==> config.mk <==
export PLATFORM = sky130hd
export DESIGN_NAME = sctg_guard
export DESIGN_NICKNAME = d
export VERILOG_FILES = /design/src/logic/sctg_pkg.sv /design/src/logic/sctg_tmr_if.sv /design/src/logic/sctg_guard.sv /design/src/logic/sctg_timer.sv
export SDC_FILE = /design/constraint.sdc
export NUM_CORES = 1
export LEC_CHECK = 0
export BUFFER_PORTS_ARGS = -buffer_cell sky130_fd_sc_hd__buf_2
export CORE_MARGIN = 2
export CORE_UTILIZATION = 65
export DETAILED_ROUTE_END_ITERATION = 8
export PLACE_DENSITY = 0.89
export SYNTH_ARGS = -nofsm -noshare
export SYNTH_HDL_FRONTEND = slang
export SYNTH_SLANG_ARGS = --single-unit
==> constraint.sdc <==
create_clock -name CLK_I -period 11.6 [get_ports CLK_I]
set_clock_uncertainty 0.15 [all_clocks]
set_input_delay 2.32 -clock CLK_I [delete_from_list [all_inputs] [get_ports CLK_I]]
set_output_delay 2.32 -clock CLK_I [all_outputs]
set_load 0.1 [all_outputs]
==> src/logic/sctg_pkg.sv <==
// Package holding timing constants, encodings and types of the guard.
package sctg_pkg;

  // ---------------------------------------------------------------------
  // Clock and conversion
  // ---------------------------------------------------------------------
  localparam int CLK_PERIOD_PS = 100000;
  localparam int TW = 8;

  // Larger of a clock count and a time, the time rounded up to clocks.
  function automatic int cyc_of(input int nck, input int ps);
    int c;
    c = (ps + CLK_PERIOD_PS - 1) / CLK_PERIOD_PS;
    if (c < 1) begin
      c = 1;
    end
    return (nck > c) ? nck : c;
  endfunction

  // ---------------------------------------------------------------------
  // Times as printed
  // ---------------------------------------------------------------------
  localparam int T_WR_PS = 15000;
  localparam int T_CRCDM_NCK = 5;
  localparam int T_CRCDM_PS = 3750;
  localparam int T_WTR_S_NCK = 2;
  localparam int T_WTR_S_PS = 2500;
  localparam int T_WTR_L_NCK = 4;
  localparam int T_WTR_L_PS = 7500;
  localparam int T_MRD_NCK = 8;
  localparam int T_MOD_NCK = 24;
  localparam int T_MOD_PS = 15000;
  localparam int T_MPRR_NCK = 1;
  localparam int T_RP_PS = 15000;
  localparam int T_CAL_SLOW_NCK = 3;
  localparam int T_CAL_SLOW_PS = 3748;
  localparam int T_CAL_FAST_NCK = 5;

  // ---------------------------------------------------------------------
  // Derived cycle counts
  // ---------------------------------------------------------------------
  localparam logic [TW-1:0] C_WR = TW'(cyc_of(0, T_WR_PS));
  localparam logic [TW-1:0] C_CRCDM = TW'(cyc_of(T_CRCDM_NCK, T_CRCDM_PS));
  localparam logic [TW-1:0] C_WTR_S = TW'(cyc_of(T_WTR_S_NCK, T_WTR_S_PS));
  localparam logic [TW-1:0] C_WTR_L = TW'(cyc_of(T_WTR_L_NCK, T_WTR_L_PS));
  localparam logic [TW-1:0] C_MRD = TW'(cyc_of(T_MRD_NCK, 0));
  localparam logic [TW-1:0] C_MOD = TW'(cyc_of(T_MOD_NCK, T_MOD_PS));
  localparam logic [TW-1:0] C_MPRR = TW'(cyc_of(T_MPRR_NCK, 0));
  localparam logic [TW-1:0] C_RP = TW'(cyc_of(0, T_RP_PS));
  localparam logic [TW-1:0] C_CAL_SLOW =
    TW'(cyc_of(T_CAL_SLOW_NCK, T_CAL_SLOW_PS));
  localparam logic [TW-1:0] C_CAL_FAST = TW'(cyc_of(T_CAL_FAST_NCK, 0));
  localparam logic [TW-1:0] T_ZERO = 8'h00;
  localparam logic [TW-1:0] T_ONE = 8'h01;
  localparam logic [1:0] PRE_SHORT = 2'h1;
  localparam logic [1:0] PRE_LONG = 2'h2;

  // ---------------------------------------------------------------------
  // Widths, pins and timer slots
  // ---------------------------------------------------------------------
  localparam int ADDR_W = 14;
  localparam int AP_BIT = 10;
  localparam int BANKS = 8;
  localparam int LAT_W = 6;
  // Pin codes are {act_n, ras_n, cas_n, we_n}.
  localparam logic [3:0] PIN_ACT = 4'h7;
  localparam logic [3:0] PIN_MRS = 4'h8;
  localparam logic [3:0] PIN_REF = 4'h9;
  localparam logic [3:0] PIN_PRE = 4'hA;
  localparam logic [3:0] PIN_WR = 4'hC;
  localparam logic [3:0] PIN_RD = 4'hD;
  localparam logic [3:0] PIN_IDLE = 4'hF;
  localparam int TI_MRD = 0;
  localparam int TI_MOD = 1;
  localparam int TI_MPR = 2;
  localparam int TI_WTRS = 3;
  localparam int TI_WTRL = 4;
  localparam int TI_PRE = 5;
  localparam int TI_DAL = TI_PRE + BANKS;
  localparam int N_TMR = TI_DAL + BANKS;

  typedef enum logic [3:0] {
    SCTG_NOP = 4'h0,
    SCTG_ACT = 4'h1,
    SCTG_RD = 4'h2,
    SCTG_WR = 4'h3,
    SCTG_WRA = 4'h4,
    SCTG_PRE = 4'h5,
    SCTG_MRS = 4'h6,
    SCTG_MPR_RD = 4'h7,
    SCTG_MPR_WR = 4'h8,
    SCTG_REF = 4'h9
  } sctg_cmd_t;

  typedef enum logic [0:0] {
    SCTG_IDLE = 1'b0,
    SCTG_LEAD = 1'b1
  } sctg_state_t;

endpackage

==> src/logic/sctg_tmr_if.sv <==
// Interface between the guard and one spacing timer.
`timescale 1ns/1ns
interface sctg_tmr_if;
  logic load;
  logic [sctg_pkg::TW-1:0] val;
  logic busy;
  modport tmr (input load, input val, output busy);
  modport ctl (output load, output val, input busy);
endinterface

==> src/logic/sctg_guard.sv <==
// Command spacing guard that drives the DRAM command pins.
`timescale 1ns/1ns
module sctg_guard (
  input wire logic CLK_I,
  input wire logic RST_N_I,
  input wire logic CMD_VALID_I,
  input wire sctg_pkg::sctg_cmd_t CMD_CODE_I,
  input wire logic CMD_BG_I,
  input wire logic [1:0] CMD_BA_I,
  input wire logic [sctg_pkg::ADDR_W-1:0] CMD_ADDR_I,
  output logic CMD_READY_O,
  input wire logic CRC_EN_I,
  input wire logic DM_EN_I,
  input wire logic CAL_EN_I,
  input wire logic FAST_GRADE_I,
  input wire logic LONG_PREAMBLE_I,
  input wire logic [sctg_pkg::LAT_W-1:0] ADDITIVE_LATENCY_I,
  input wire logic [sctg_pkg::LAT_W-1:0] PARITY_LATENCY_I,
  input wire logic [sctg_pkg::LAT_W-1:0] WR_DATA_LAT_I,
  output logic DDR_CS_N_O,
  output logic DDR_ACT_N_O,
  output logic DDR_RAS_N_O,
  output logic DDR_CAS_N_O,
  output logic DDR_WE_N_O,
  output logic DDR_BG_O,
  output logic [1:0] DDR_BA_O,
  output logic [sctg_pkg::ADDR_W-1:0] DDR_ADDR_O,
  output logic [1:0] RD_PREAMBLE_CYC_O,
  output logic RD_ISSUED_O
);
  import sctg_pkg::*;

  // ---------------------------------------------------------------------
  // State
  // ---------------------------------------------------------------------
  typedef struct packed {
    sctg_state_t state;
    logic [TW-1:0] cal_cnt;
    sctg_cmd_t h_cmd;
    logic h_bg;
    logic [1:0] h_ba;
    logic [ADDR_W-1:0] h_addr;
    logic wr_bg;
    logic cs_n;
    logic [3:0] pins;
    logic bg;
    logic [1:0] ba;
    logic [ADDR_W-1:0] addr;
    logic [1:0] pre_cyc;
    logic rd_pulse;
  } sctg_st_t;

  localparam sctg_st_t ST_RESET = '{
    state: SCTG_IDLE, cal_cnt: T_ZERO, h_cmd: SCTG_NOP, h_bg: 1'b0,
    h_ba: 2'h0, h_addr: 14'h0000, wr_bg: 1'b0, cs_n: 1'b1,
    pins: PIN_IDLE, bg: 1'b0, ba: 2'h0, addr: 14'h0000,
    pre_cyc: PRE_SHORT, rd_pulse: 1'b0};

  sctg_st_t st_r;
  sctg_st_t st_nxt;

  logic [N_TMR-1:0] t_busy;
  logic [N_TMR-1:0] t_load;
  logic [TW-1:0] t_val [N_TMR];

  logic crc_dm;
  logic [TW-1:0] tcal;
  logic [TW-1:0] xtra;
  logic [TW-1:0] wlat;
  logic gate_ok;
  logic accept;
  logic fire;
  sctg_cmd_t f_cmd;
  logic f_bg;
  logic [1:0] f_ba;
  logic [ADDR_W-1:0] f_addr;

  // ---------------------------------------------------------------------
  // Helpers
  // ---------------------------------------------------------------------
  // A timer loaded with n-1 lets the next command go n cycles later.
  function automatic logic [TW-1:0] gap(input logic [TW-1:0] n);
    return (n > T_ZERO) ? (n - T_ONE) : T_ZERO;
  endfunction

  function automatic logic [3:0] pin_of(input sctg_cmd_t c);
    case (c)
      SCTG_ACT: pin_of = PIN_ACT;
      SCTG_RD, SCTG_MPR_RD: pin_of = PIN_RD;
      SCTG_WR, SCTG_WRA, SCTG_MPR_WR: pin_of = PIN_WR;
      SCTG_PRE: pin_of = PIN_PRE;
      SCTG_MRS: pin_of = PIN_MRS;
      SCTG_REF: pin_of = PIN_REF;
      default: pin_of = PIN_IDLE;
    endcase
  endfunction

  function automatic logic is_read(input sctg_cmd_t c);
    return (c == SCTG_RD) || (c == SCTG_MPR_RD);
  endfunction

  function automatic logic is_write(input sctg_cmd_t c);
    return (c == SCTG_WR) || (c == SCTG_WRA);
  endfunction

  // ---------------------------------------------------------------------
  // Spacing figures for the present mode
  // ---------------------------------------------------------------------
  assign crc_dm = CRC_EN_I && DM_EN_I;
  assign xtra = crc_dm ? C_CRCDM : T_ZERO;
  assign tcal = FAST_GRADE_I ? C_CAL_FAST : C_CAL_SLOW;
  // Write timings count from the end of the write burst, not the command.
  assign wlat = TW'(WR_DATA_LAT_I);

  // ---------------------------------------------------------------------
  // Gate: may the offered command go now
  // ---------------------------------------------------------------------
  always_comb begin
    logic blk;
    blk = t_busy[TI_MPR];
    case (CMD_CODE_I)
      SCTG_MRS: begin
        blk = blk || t_busy[TI_MRD];
      end
      SCTG_RD, SCTG_MPR_RD: begin
        blk = blk || t_busy[TI_MOD];
        if (CMD_BG_I == st_r.wr_bg) begin
          blk = blk || t_busy[TI_WTRL];
        end else begin
          blk = blk || t_busy[TI_WTRS];
        end
      end
      SCTG_PRE: begin
        blk = blk || t_busy[TI_MOD] ||
              t_busy[TI_PRE + int'({CMD_BG_I, CMD_BA_I})];
      end
      SCTG_ACT: begin
        blk = blk || t_busy[TI_MOD] ||
              t_busy[TI_DAL + int'({CMD_BG_I, CMD_BA_I})];
      end
      default: begin
        blk = blk || t_busy[TI_MOD];
      end
    endcase
    gate_ok = !blk;
  end

  assign CMD_READY_O = (st_r.state == SCTG_IDLE) && gate_ok;
  assign accept = CMD_VALID_I && CMD_READY_O;

  // ---------------------------------------------------------------------
  // Sequencer
  // ---------------------------------------------------------------------
  always_comb begin
    st_nxt = st_r;
    st_nxt.cs_n = 1'b1;
    st_nxt.pins = PIN_IDLE;
    st_nxt.rd_pulse = 1'b0;
    st_nxt.pre_cyc = LONG_PREAMBLE_I ? PRE_LONG : PRE_SHORT;
    fire = 1'b0;
    f_cmd = CMD_CODE_I;
    f_bg = CMD_BG_I;
    f_ba = CMD_BA_I;
    f_addr = CMD_ADDR_I;
    case (st_r.state)
      SCTG_IDLE: begin
        if (accept) begin
          if (CAL_EN_I) begin
            // Chip select goes out alone; the command follows tcal later.
            st_nxt.cs_n = 1'b0;
            st_nxt.state = SCTG_LEAD;
            st_nxt.cal_cnt = gap(tcal);
            st_nxt.h_cmd = CMD_CODE_I;
            st_nxt.h_bg = CMD_BG_I;
            st_nxt.h_ba = CMD_BA_I;
            st_nxt.h_addr = CMD_ADDR_I;
          end else begin
            fire = 1'b1;
          end
        end
      end
      SCTG_LEAD: begin
        f_cmd = st_r.h_cmd;
        f_bg = st_r.h_bg;
        f_ba = st_r.h_ba;
        f_addr = st_r.h_addr;
        if (st_r.cal_cnt == T_ZERO) begin
          fire = 1'b1;
          st_nxt.state = SCTG_IDLE;
        end else begin
          st_nxt.cal_cnt = st_r.cal_cnt - T_ONE;
        end
      end
      default: begin
        st_nxt.state = SCTG_IDLE;
      end
    endcase
    if (fire) begin
      // In latency mode the command pins carry no chip select.
      st_nxt.cs_n = CAL_EN_I;
      st_nxt.pins = pin_of(f_cmd);
      st_nxt.bg = f_bg;
      st_nxt.ba = f_ba;
      st_nxt.addr = f_addr;
      if (f_cmd == SCTG_WRA) begin
        st_nxt.addr[AP_BIT] = 1'b1;
      end else if (f_cmd == SCTG_WR) begin
        st_nxt.addr[AP_BIT] = 1'b0;
      end
      if (is_write(f_cmd)) begin
        st_nxt.wr_bg = f_bg;
      end
      st_nxt.rd_pulse = is_read(f_cmd);
    end
  end

  // ---------------------------------------------------------------------
  // Timer loads on issued MRS, MPR and write commands
  // ---------------------------------------------------------------------
  always_comb begin
    logic [TW-1:0] cal_add;
    int bk;
    cal_add = CAL_EN_I ? tcal : T_ZERO;
    bk = int'({f_bg, f_ba});
    t_load = '0;
    for (int i = 0; i < N_TMR; i++) begin
      t_val[i] = T_ZERO;
    end
    if (fire) begin
      case (f_cmd)
        SCTG_MRS: begin
          t_load[TI_MRD] = 1'b1;
          t_val[TI_MRD] = CAL_EN_I ?
            gap(C_MOD + tcal) : gap(C_MRD);
          t_load[TI_MOD] = 1'b1;
          t_val[TI_MOD] = gap(C_MOD + cal_add);
        end
        SCTG_MPR_RD: begin
          t_load[TI_MPR] = 1'b1;
          t_val[TI_MPR] = gap(C_MPRR);
        end
        SCTG_MPR_WR: begin
          t_load[TI_MPR] = 1'b1;
          t_val[TI_MPR] = gap(C_MOD + TW'(ADDITIVE_LATENCY_I) +
                              TW'(PARITY_LATENCY_I));
        end
        SCTG_WR, SCTG_WRA: begin
          t_load[TI_WTRS] = 1'b1;
          t_val[TI_WTRS] = gap(wlat + C_WTR_S + xtra);
          t_load[TI_WTRL] = 1'b1;
          t_val[TI_WTRL] = gap(wlat + C_WTR_L + xtra);
          t_load[TI_PRE + bk] = 1'b1;
          t_val[TI_PRE + bk] = gap(wlat + C_WR + xtra);
          if (f_cmd == SCTG_WRA) begin
            t_load[TI_DAL + bk] = 1'b1;
            t_val[TI_DAL + bk] =
              gap(wlat + C_WR + xtra + C_RP);
          end
        end
        default: begin
          t_load = '0;
        end
      endcase
    end
  end

  // ---------------------------------------------------------------------
  // Timers
  // ---------------------------------------------------------------------
  sctg_tmr_if tif[N_TMR] ();

  for (genvar g = 0; g < N_TMR; g++) begin : g_tmr
    assign tif[g].load = t_load[g];
    assign tif[g].val = t_val[g];
    assign t_busy[g] = tif[g].busy;
    sctg_timer u_tmr (
      .clk_i(CLK_I),
      .rst_n_i(RST_N_I),
      .t(tif[g])
    );
  end

  // ---------------------------------------------------------------------
  // Registers and outputs
  // ---------------------------------------------------------------------
  always_ff @(posedge CLK_I) begin
    if (!RST_N_I) begin
      st_r <= ST_RESET;
    end else begin
      st_r <= st_nxt;
    end
  end

  assign DDR_CS_N_O = st_r.cs_n;
  assign DDR_ACT_N_O = st_r.pins[3];
  assign DDR_RAS_N_O = st_r.pins[2];
  assign DDR_CAS_N_O = st_r.pins[1];
  assign DDR_WE_N_O = st_r.pins[0];
  assign DDR_BG_O = st_r.bg;
  assign DDR_BA_O = st_r.ba;
  assign DDR_ADDR_O = st_r.addr;
  assign RD_PREAMBLE_CYC_O = st_r.pre_cyc;
  assign RD_ISSUED_O = st_r.rd_pulse;
endmodule

==> src/logic/sctg_timer.sv <==
// Down-counting spacing timer that never shortens a running wait.
`timescale 1ns/1ns
module sctg_timer (
  input wire logic clk_i,
  input wire logic rst_n_i,
  sctg_tmr_if.tmr t
);
  import sctg_pkg::*;

  typedef struct packed {
    logic [TW-1:0] cnt;
  } sctg_tmr_st_t;

  sctg_tmr_st_t st_r;
  sctg_tmr_st_t st_nxt;

  // A later load only wins when it asks for a longer wait.
  always_comb begin
    st_nxt = st_r;
    if (st_r.cnt != T_ZERO) begin
      st_nxt.cnt = st_r.cnt - T_ONE;
    end
    if (t.load && (t.val > st_nxt.cnt)) begin
      st_nxt.cnt = t.val;
    end
  end

  always_ff @(posedge clk_i) begin
    if (!rst_n_i) begin
      st_r <= '{cnt: T_ZERO};
    end else begin
      st_r <= st_nxt;
    end
  end

  assign t.busy = (st_r.cnt != T_ZERO);
endmodule

* Word level (Yosys, flattened, before mapping)
Memories as Yosys holds them, arrays and structs flattened. Index checks and enable logic that the tools add are counted.
Word-level totals: flip-flop bits (word level) 224, bits in latches 0, memory bits (writable) 0, bits in read-only memories 64, input bits 47, word-level logic and storage cells 306, memories 1
Memory list:
- (no name shown) | words 16, bits a word 4, read ports 1, clocked after memory_dff 0, wr ports 0, line sctg_guard.sv:87 | case (c)
Cells by class: $add $sub $neg 45, multipliers 0, div/mod/pow operators 0, magnitude comparators 39, eq/ne operators 15, shifts and indexed selects 0, muxes and demuxes 101, bitwise logic cells 4, reduce and logical (&&, ||, !) cells 66
Operator list (number):
- two-way mux 8 bit | 54
- bitwise mux 168 bit | 2
- two-way mux 168 bit | 2
- subtractor 8 x 1 -> 8 bit, second input constant | 27
- greater-than comparator 8 bit | 21
- nonzero test 8 bit | 21
- two-way mux 144 bit | 1
- demux 8 bit (select 5 bit) | 2
- >= comparator 32 x 1 -> 1 bit, second input constant | 2
- >= comparator 32 x 6 -> 1 bit, second input constant | 2
- less-than comparator 32 x 1 -> 1 bit, second input constant | 2
- less-than comparator 32 x 7 -> 1 bit, second input constant | 2
- two-way mux 30 bit | 2
- two-way mux 21 bit | 2
- greater-than comparator 8 x 1 -> 1 bit, second input constant | 5
- inverter 4 -> 32 bit | 1
- inverter 5 -> 32 bit | 1
- case mux 16 bit (2 select lines) | 1
- logical AND 1 bit | 28
- adder 7 x 3 -> 8 bit | 3
- == test 4 x 3 -> 1 bit, second input constant | 6
- two-way mux 22 bit | 1
- bitwise OR 21 bit | 1
- two-way mux 18 bit | 1
- other kinds (39) | 80

* Depth between registers and ports, before layout
Gate-level depths: netlist of the first run.
depth after elaboration 15, mapped depth 26

* Hierarchy
From an unflattened synthesis of the first run, not the netlist that was laid out.
Second synthesis, totals: cell total of the unflattened synthesis 2746, area, all modules 21429.3 um^2
Modules (own cells, without submodules):
- sctg_timer at g_tmr[0].u_tmr ... | times used 16, cells an instance 82, area each 694.4 um^2
- sctg_guard | times used 1, cells an instance 1019, area each 6835.3 um^2
- sctg_timer at g_tmr[5].u_tmr ... | times used 4, cells an instance 83, area each 694.4 um^2
- sctg_timer at g_tmr[9].u_tmr | times used 1, cells an instance 83, area each 705.7 um^2

* Worst setup path before layout of the first run
OpenSTA, ideal clock, no wires.
kind input to output, start point input CMD_BG_I, end point output CMD_READY_O, data arrival time 6.346 ns, path slack 2.784 ns, stages 8, path buffers 2, path through clkbuf_1 a21oi_1 nor4_1 a2111o_1 a211oi_1 clkbuf_1 a21oi_1 a211oi_1
On the way: word-level cells in the longest chain between the ends 8, elaborated cells between the ends (all ways) 15, those cells by class add/sub (2); eq/ne (1); mux (8); reduce/logical (4)
Ends and longest elaborated chain:
- from (decl) | line sctg_guard.sv:8 | input wire logic CMD_BG_I,
- adder 4 x 3 -> 5 bit or adder 3 x 3 -> 4 bit (tied branches) | line sctg_guard.sv:139, sctg_guard.sv:135
- binary-select mux 1 bit (select 5 bit) (on tied branches) | line sctg_guard.sv:139, sctg_guard.sv:135
- two-way mux 1 bit (on tied branches) (2 in series) | line sctg_guard.sv:139, sctg_guard.sv:135
- logical OR 1 bit (on tied branches) | line sctg_guard.sv:138, sctg_guard.sv:134
- case mux 1 bit (4 select lines) * | line sctg_guard.sv:121 | case (CMD_CODE_I)
- logical NOT 1 bit * | line sctg_guard.sv:145 | gate_ok = !blk;
- logical AND 1 bit * | line sctg_guard.sv:148 | assign CMD_READY_O = (st_r.state == SCTG_IDLE) && gate_ok;
- to (decl) | line sctg_guard.sv:11 | output logic CMD_READY_O,
Mark *: on every way between the ends. The rest lies on a longest branch, timed or not. The select of a mux whose other input is x is not followed.

* Worst setup path after layout of the first run
start point input CRC_EN_I, end point register g_tmr[6].u_tmr.st_r[3] (netlist bit)
On the way: word-level cells in the longest chain between the ends 13, elaborated cells between the ends (all ways) 18, those cells by class add/sub (4); order compare (3); mux (9); reduce/logical (2)
Ends and longest elaborated chain:
- from (decl) | line sctg_guard.sv:12 | input wire logic CRC_EN_I,
- logical AND 1 bit * | line sctg_guard.sv:109 | assign crc_dm = CRC_EN_I && DM_EN_I;
- two-way mux 3 bit * | line sctg_guard.sv:110 | assign xtra = crc_dm ? C_CRCDM : T_ZERO;
- adder 7 x 3 -> 8 bit * | line sctg_guard.sv:253, sctg_guard.sv:257
- adder 8 x 1 -> 8 bit, or another cell as far along | line sctg_guard.sv:257 | gap(wlat + C_WR + xtra + C_RP);
- subtractor 8 x 1 -> 8 bit, or another cell as far along | line sctg_guard.sv:83 | return (n > T_ZERO) ? (n - T_ONE) : T_ZERO;
- two-way mux 8 bit or bitwise mux 168 bit (tied branches) | line sctg_guard.sv:83, sctg_guard.sv:253
- bitwise mux 168 bit | line sctg_guard.sv:256 | t_val[TI_DAL + bk] =
- two-way mux 168 bit * | line sctg_guard.sv:254 | if (f_cmd == SCTG_WRA) begin
- two-way mux 144 bit * | line sctg_guard.sv:230 | case (f_cmd)
- two-way mux 168 bit * | line sctg_guard.sv:229 | if (fire) begin
- greater-than comparator 8 bit | line sctg_timer.sv:23 | if (t.load && (t.val > st_nxt.cnt)) begin
- logical AND 1 bit | line sctg_timer.sv:23
- two-way mux 8 bit * | line sctg_timer.sv:23
- to (signal assigned) | line sctg_timer.sv:30 | st_r <= '{cnt: T_ZERO};
- to (signal assigned) | line sctg_timer.sv:32 | st_r <= st_nxt;
- to (decl) | line sctg_timer.sv:14 | sctg_tmr_st_t st_r;
Mark *: on every way between the ends. The rest lies on a longest branch, timed or not. A chain may end at the register's enable or synchronous reset.

==> metrics.md, run 1 <==
| Metric | Value |
|---|---|
| Cell Rows | `66` |
| Mapped cell area | `21,500 um2` |
| Status | `finished, final reports clean` |
| Nets | `3,093` |
| Fin. Hold Viols | `0` |
| Die Height | `186 um` |
| P&R area growth vs syn | `7.25%` |
| Worst EP arrival | `8580 ps` |
| Post-synthesis average cell area | `7.66 um2` |
| Final Setup Violations | `0` |
| Max-slew violations | `0` |
| Worst slew pin tran | `1350 ps` |
| Max cap viols | `0` |
| Synth cell types | `87` |
| Setup_tns | `0 ps` |
| Post-CTS Resized | `0` |
| First-pass GRT wire length | `108 mm` |
| Hold WC Path Type | `flip-flop to flip-flop` |
| Setup Buffers After CTS | `0` |
| Clk_lat worst skew | `570 ps` |
| Pleak | `10.1 nW` |
| Top Ports | `73` |
| Vias in the first global route | `20,900` |
| WS Path Type | `primary input to flip-flop` |
| Detail Route Antenna Nets | `0` |
| Wirelength per Cell | `21.4 um` |
| Seq/Total Area, Yosys | `20.9%` |
| DR iter-0 viols | `2,482` |
| Multi-input gate area | `16,000 um2` |
| DRC | `0` |
| Filler Cell Count | `2,572` |
| Post-synthesis cell count | `2,804` |
| Hold buffers post-CTS | `0` |
| Num CTS Buffers | `28` |
| VDD IR max | `0.197 mV` |
| Period utilisation layout | `70.9%` |
| Synth Register Bits | `224` |
| Async S/R FF share, synth | `0%` |
| Post-Syn Nets | `3,102` |
| Area of placed instances | `22,100 um2` |
| Worst-path clk slew | `60 ps` |
| DR vias | `22,100` |
| H-tree levels | `1` |
| GPL Wtd Cong | `1.01` |
| DP HPWL | `50.0 mm` |
| Max Clock Freq | `122 MHz` |
| Slew Limit Headroom | `9.66%` |
| Crit start category | `primary input` |
| Core area | `32,500 um2` |
| Clock buffer depth | `3` |
| Yosys synthesis warning count | `0` |
| Vias per cell | `6.78` |
| Worst setup EP type | `flip-flop` |
| DIE AREA | `34,500 um2` |
| Total track usage | `39.0%` |
| Pre-antenna DRT Iters | `6` |
| Post-synth EDFFs | `0` |
| GR Overflow Total | `0` |
| Post-route cell area | `23,000 um2` |
| Primary FF master, synth | `dfxtp_1` |
| Initial Util | `66.0%` |
| Largest net degree at the start of global routing | `86` |
| Input/output buffers | `72` |
| Required time worst endpoint | `11,950 ps` |
| Initial antenna violation count | `1` |
| Die Wd | `186 um` |
| Commonest non-fill, non-tap cell in the layout | `nor2_1` |
| Commonest non-fill, non-tap cells in the layout | `354 x nor2_1, 250 x ha_1, 246 x nand2_1` |
| Share of the core filled with cells | `70.8%` |
| Root Buffer | `clkbuf_16` |
| CP max FO | `22` |
| Clock sink count | `224` |
| CTS tree | `built` |
| PwrDens | `262 nW/um2` |
| Layout cells sized above 1 | `9.09%` |
| Unrepaired setup endpoints after global routing | `no` |
| Post-layout min period | `8230 ps` |
| Register area | `4490 um2` |
| WL final | `69.7 mm` |
per-layer routing:
metal	vias up	part of all wire, %	global-route usage (%)
li1	10100	-	-
met1	10300	38	46.5
met2	1325	45	63.9
met3	365	11	8.86
met4	2	6.8	23.3
met5	-	0.017	0
critical path, stage by stage:
cell,delay [ps]
buf_2,80
nand2_1,110
ha_1,780
inv_1,370
ha_1,380
and3_1,210
o211ai_1,360
nor2_1,130
nor2_1,1070
a22oi_1,240
nor2_1,160
ha_1,250
nor2b_1,130
o21ai_0,150
a21boi_0,110
o221ai_1,300
a211oi_1,100
a31oi_1,790
mux2_2,420
nor2_1,90
synth_stat cells, types with 9 or more instances:
cell        n  share of area, %
nor2_1    354               6.2
ha_1      250                15
nand2_1   246               4.3
dfxtp_1   224                21
a21oi_1   140               3.3
mux2i_1   138               6.4
inv_1     116               2.0
nand3_1   106               2.5
nor3_1     93               2.2
clkbuf_1   91               1.6
o21ai_0    77               1.8
xor2_1     63               2.6
xnor2_1    61               2.5
and2_1     58               1.7
a211oi_1   54               1.9
nor2b_1    50               1.5
a22oi_1    46               1.6
mux2_2     43               2.3
or2_2      42               1.2
o22ai_1    40               1.2
and3_1     37               1.1
nand2b_1   36               1.0
a21o_1     33               1.2
or3_1      32              0.93
nand4_1    30              0.87
buf_1      24              0.42
nor3b_1    24              0.84
nor4_1     22              0.64
a31oi_1    19              0.55
buf_4      19              0.66
o21a_1     18              0.63
o221ai_1   18              0.73
a21boi_0   14              0.49
o31ai_1    14              0.49
o22a_1     13              0.53
or4_1      10              0.35
nand3b_1    9              0.31
nor4b_1     9              0.37
where the power goes:
group | total (mW) | switching, mW | leakage, nW | internal (mW)
combinational | 3.84 | 2.28 | 7.83 | 1.56
clock | 0.931 | 0.374 | 0.461 | 0.557
sequential | 1.27 | 0.239 | 1.84 | 1.03
sequential cells by signal, indices dropped and copies added, names as in the netlist:
name and flops:
DDR_ACT_N_O 1, DDR_ADDR_O 14, DDR_BA_O 2, DDR_BG_O 1
DDR_CAS_N_O 1, DDR_CS_N_O 1, DDR_RAS_N_O 1, DDR_WE_N_O 1
RD_ISSUED_O 1, RD_PREAMBLE_CYC_O 2, g_tmr.u_tmr.st_r 168, st_r 31
final cells by class:
| type | count | area share, % |
|---|---|---|
| multi-input cells | 2326 | 69.6 |
| flip-flops and latches | 224 | 19.5 |
| clock buffers | 34 | 3.32 |
| repair buffers | 98 | 2.41 |
| well taps | 442 | 2.40 |
| inverters | 117 | 1.92 |
| clock inverters | 16 | 0.869 |
| diodes | 1 | 0.0109 |
worst paths after layout:
check                              start                endpoint  slack [ps]  depth (start not counted)
worst max register to register  st_r[55]  g_tmr[1].u_tmr.st_r[4]        4270                         18
worst min register to register  st_r[47]                st_r[47]         320                          2
worst min-delay path            st_r[47]                st_r[47]         320                          2
worst max-delay path            CRC_EN_I  g_tmr[6].u_tmr.st_r[3]        3370                         20
metrics by stage:
step           total power, mW  hold WS [ps]  setup WS [ps]  std cells
2_1_floorplan             4.08           294           2780       2804
3_3_place_gp              4.78           301           3410       3207
3_5_place_dp              4.97           314           3140       3207
4_1_cts                   5.94           329           3700       3257
5_1_grt                   6.50           343           3150       3257
6_report                  6.05           323           3370       3258
kinds of logic (layout without fill, tap and decap cells):
group / after synthesis / after routing / share of synthesized area, %
AND/OR/NAND/NOR: 1180 / 1180 / 27.0
XOR/XNOR: 124 / 124 / 5.06
flip-flops: 224 / 224 / 20.9
adder cells (fa/ha/maj): 251 / 251 / 14.7
other: 0 / 1 / 0
buffers and inverters: 254 / 265 / 4.82
AO/OA/AOI/OAI: 586 / 586 / 18.6
multiplexers: 185 / 185 / 8.96
Power figures use the tool's default switching activity.
==> run 2: changes to the inputs <==
- CORE_UTILIZATION: 65 -> 58
- PLACE_DENSITY: 0.89 -> 0.84
- clock period: 11.6 -> 6.6 ns (I/O delays scaled with it)
==> run 2 against run 1 <==
Net effect: count of clock-buffer cells in the layout fell by 2; core utilization fell by 5.9 points; total power rose by 76%; combinational power rose by 77%; routed wire length rose by 1.4%; via count fell by 0.41%.
==> metrics.md, run 2 (synthesis gave the netlist of run 1 again) <==
| Metric | Value |
|---|---|
| Core area | `36,500 um2` |
| Pre-antenna DRT Iters | `7` |
| Setup Buffers After CTS | `0` |
| Initial Util | `58.8%` |
| VDD IR max | `0.358 mV` |
| Total track usage | `36.2%` |
| Slew Limit Headroom | `21.1%` |
| Required time worst endpoint | `6890 ps` |
| DR vias | `22,000` |
| CTS tree | `built` |
| Final WS setup | `522 ps` |
| Pleak | `10.5 nW` |
| Vias per cell | `6.53` |
| Wirelength per Cell | `21.0 um` |
| Initial antenna violation count | `1` |
| CP max FO | `12` |
| Filler Cell Count | `3,031` |
| Worst hold path stage count | `2` |
| GPL Wtd Cong | `1.03` |
| Placed Instances | `3,320` |
| Status | `finished, final reports clean` |
| Die Height | `196 um` |
| Final Setup Violations | `0` |
| Post-layout power | `10.7 mW` |
| H-tree levels | `1` |
| Max-slew violations | `0` |
| Post-CTS Resized | `0` |
| DRC | `0` |
| Cell Rows | `70` |
| Input/output buffers | `72` |
| Num CTS Buffers | `26` |
| Place WS | `170 ps` |
| Top Ports | `73` |
| First-pass GRT wire length | `113 mm` |
| WL final | `70.7 mm` |
| Clk_lat worst skew | `580 ps` |
| Commonest non-fill, non-tap cells in the layout | `354 x nor2_1, 250 x ha_1, 246 x nand2_1` |
| Share of the core filled with cells | `64.9%` |
| Setup_tns | `0 ps` |
| Max FFs per register | `168` |
| Post-route cell area | `23,700 um2` |
| Hold WC Path Type | `flip-flop to flip-flop` |
| GR Overflow Total | `0` |
| DIE AREA | `38,600 um2` |
| Layout Cells excl Fill | `3,369` |
| Root Buffer | `clkbuf_16` |
| PwrDens | `450 nW/um2` |
| DR iter-0 viols | `2,256` |
| Worst setup EP type | `flip-flop` |
| Die Wd | `196 um` |
| Commonest non-fill, non-tap cell in the layout | `nor2_1` |
| Nets | `3,178` |
| DP HPWL | `53.1 mm` |
| Worst hold slack | `341 ps` |
| Crit start category | `primary input` |
| P&R area growth vs syn | `10.3%` |
| Layout cells sized above 1 | `11.7%` |
| Clock buffer depth | `3` |
| Area of placed instances | `22,800 um2` |
| Max cap viols | `0` |
| Clock sink count | `224` |
| WS Path Type | `primary input to flip-flop` |
| Period utilisation layout | `92.1%` |
| Worst EP arrival | `6370 ps` |
| Vias in the first global route | `21,500` |
| Largest net degree at the start of global routing | `73` |
| Worst slew pin tran | `1180 ps` |
| Fin. Hold Viols | `0` |
| Hold buffers post-CTS | `0` |
| Detail Route Antenna Nets | `0` |
| Worst-path clk slew | `60 ps` |
| Max Clock Freq | `165 MHz` |
| Unrepaired setup endpoints after global routing | `no` |
| Biggest register | `g_tmr.u_tmr.st_r` |
| Post-layout min period | `6080 ps` |
| Reg2Reg Depth | `22` |
run 2: changes by cell type in the layout (fill, tap and decap cells not counted), moves of 2 or more:
cell / before / now
clkinvlp_4: 5 / 3
inv_6: 2 / 0
bufinv_16: 4 / 6
a211oi_2: 0 / 2
buf_4: 26 / 112
clkbuf_16: 29 / 26
run 2: cell type report:
cell class	count	area [um2]	area share (%)
well taps	468	586	2.47
diodes	1	2.50	0.0106
multi-input cells	2326	16000	67.6
clock inverters	16	253	1.07
flip-flops and latches	224	4490	18.9
inverters	117	442	1.86
clock buffers	32	693	2.92
repair buffers	185	1220	5.15
run 2: power by group:
part	internal, mW	total, mW	switching, mW
sequential	1.82	2.23	0.416
combinational	2.81	6.79	3.98
clock	0.983	1.63	0.652
run 2: critical path, cell delays in order:
cell and delay [ps]:
buf_2 80, nand2_1 110, ha_1 440, and3b_1 280, o211ai_1 480, o211ai_1 320
or2_2 440, nand2b_1 510, o22ai_1 260, and2_1 210, ha_1 300, nor2b_1 140
o21bai_1 120, a21oi_1 170, o211ai_1 240, a21oi_1 60, a2bb2oi_1 210, buf_4 260
a31oi_1 80, a221oi_1 320
run 2: final timing paths:
check | startpoint | slack [ps] | endpoint
max | CRC_EN_I | 520 | g_tmr[4].u_tmr.st_r[7]
max reg2reg | g_tmr[8].u_tmr.st_r[0] | 700 | g_tmr[8].u_tmr.st_r[1]
min | st_r[47] | 340 | st_r[47]
min reg2reg | st_r[47] | 340 | st_r[47]
run 2: routing by layer:
layer	global-route usage, %	wire, um
met1	45.7	28300
met2	58.5	31100
met3	7.51	7430
met4	18.1	3830
met5	0.639	0
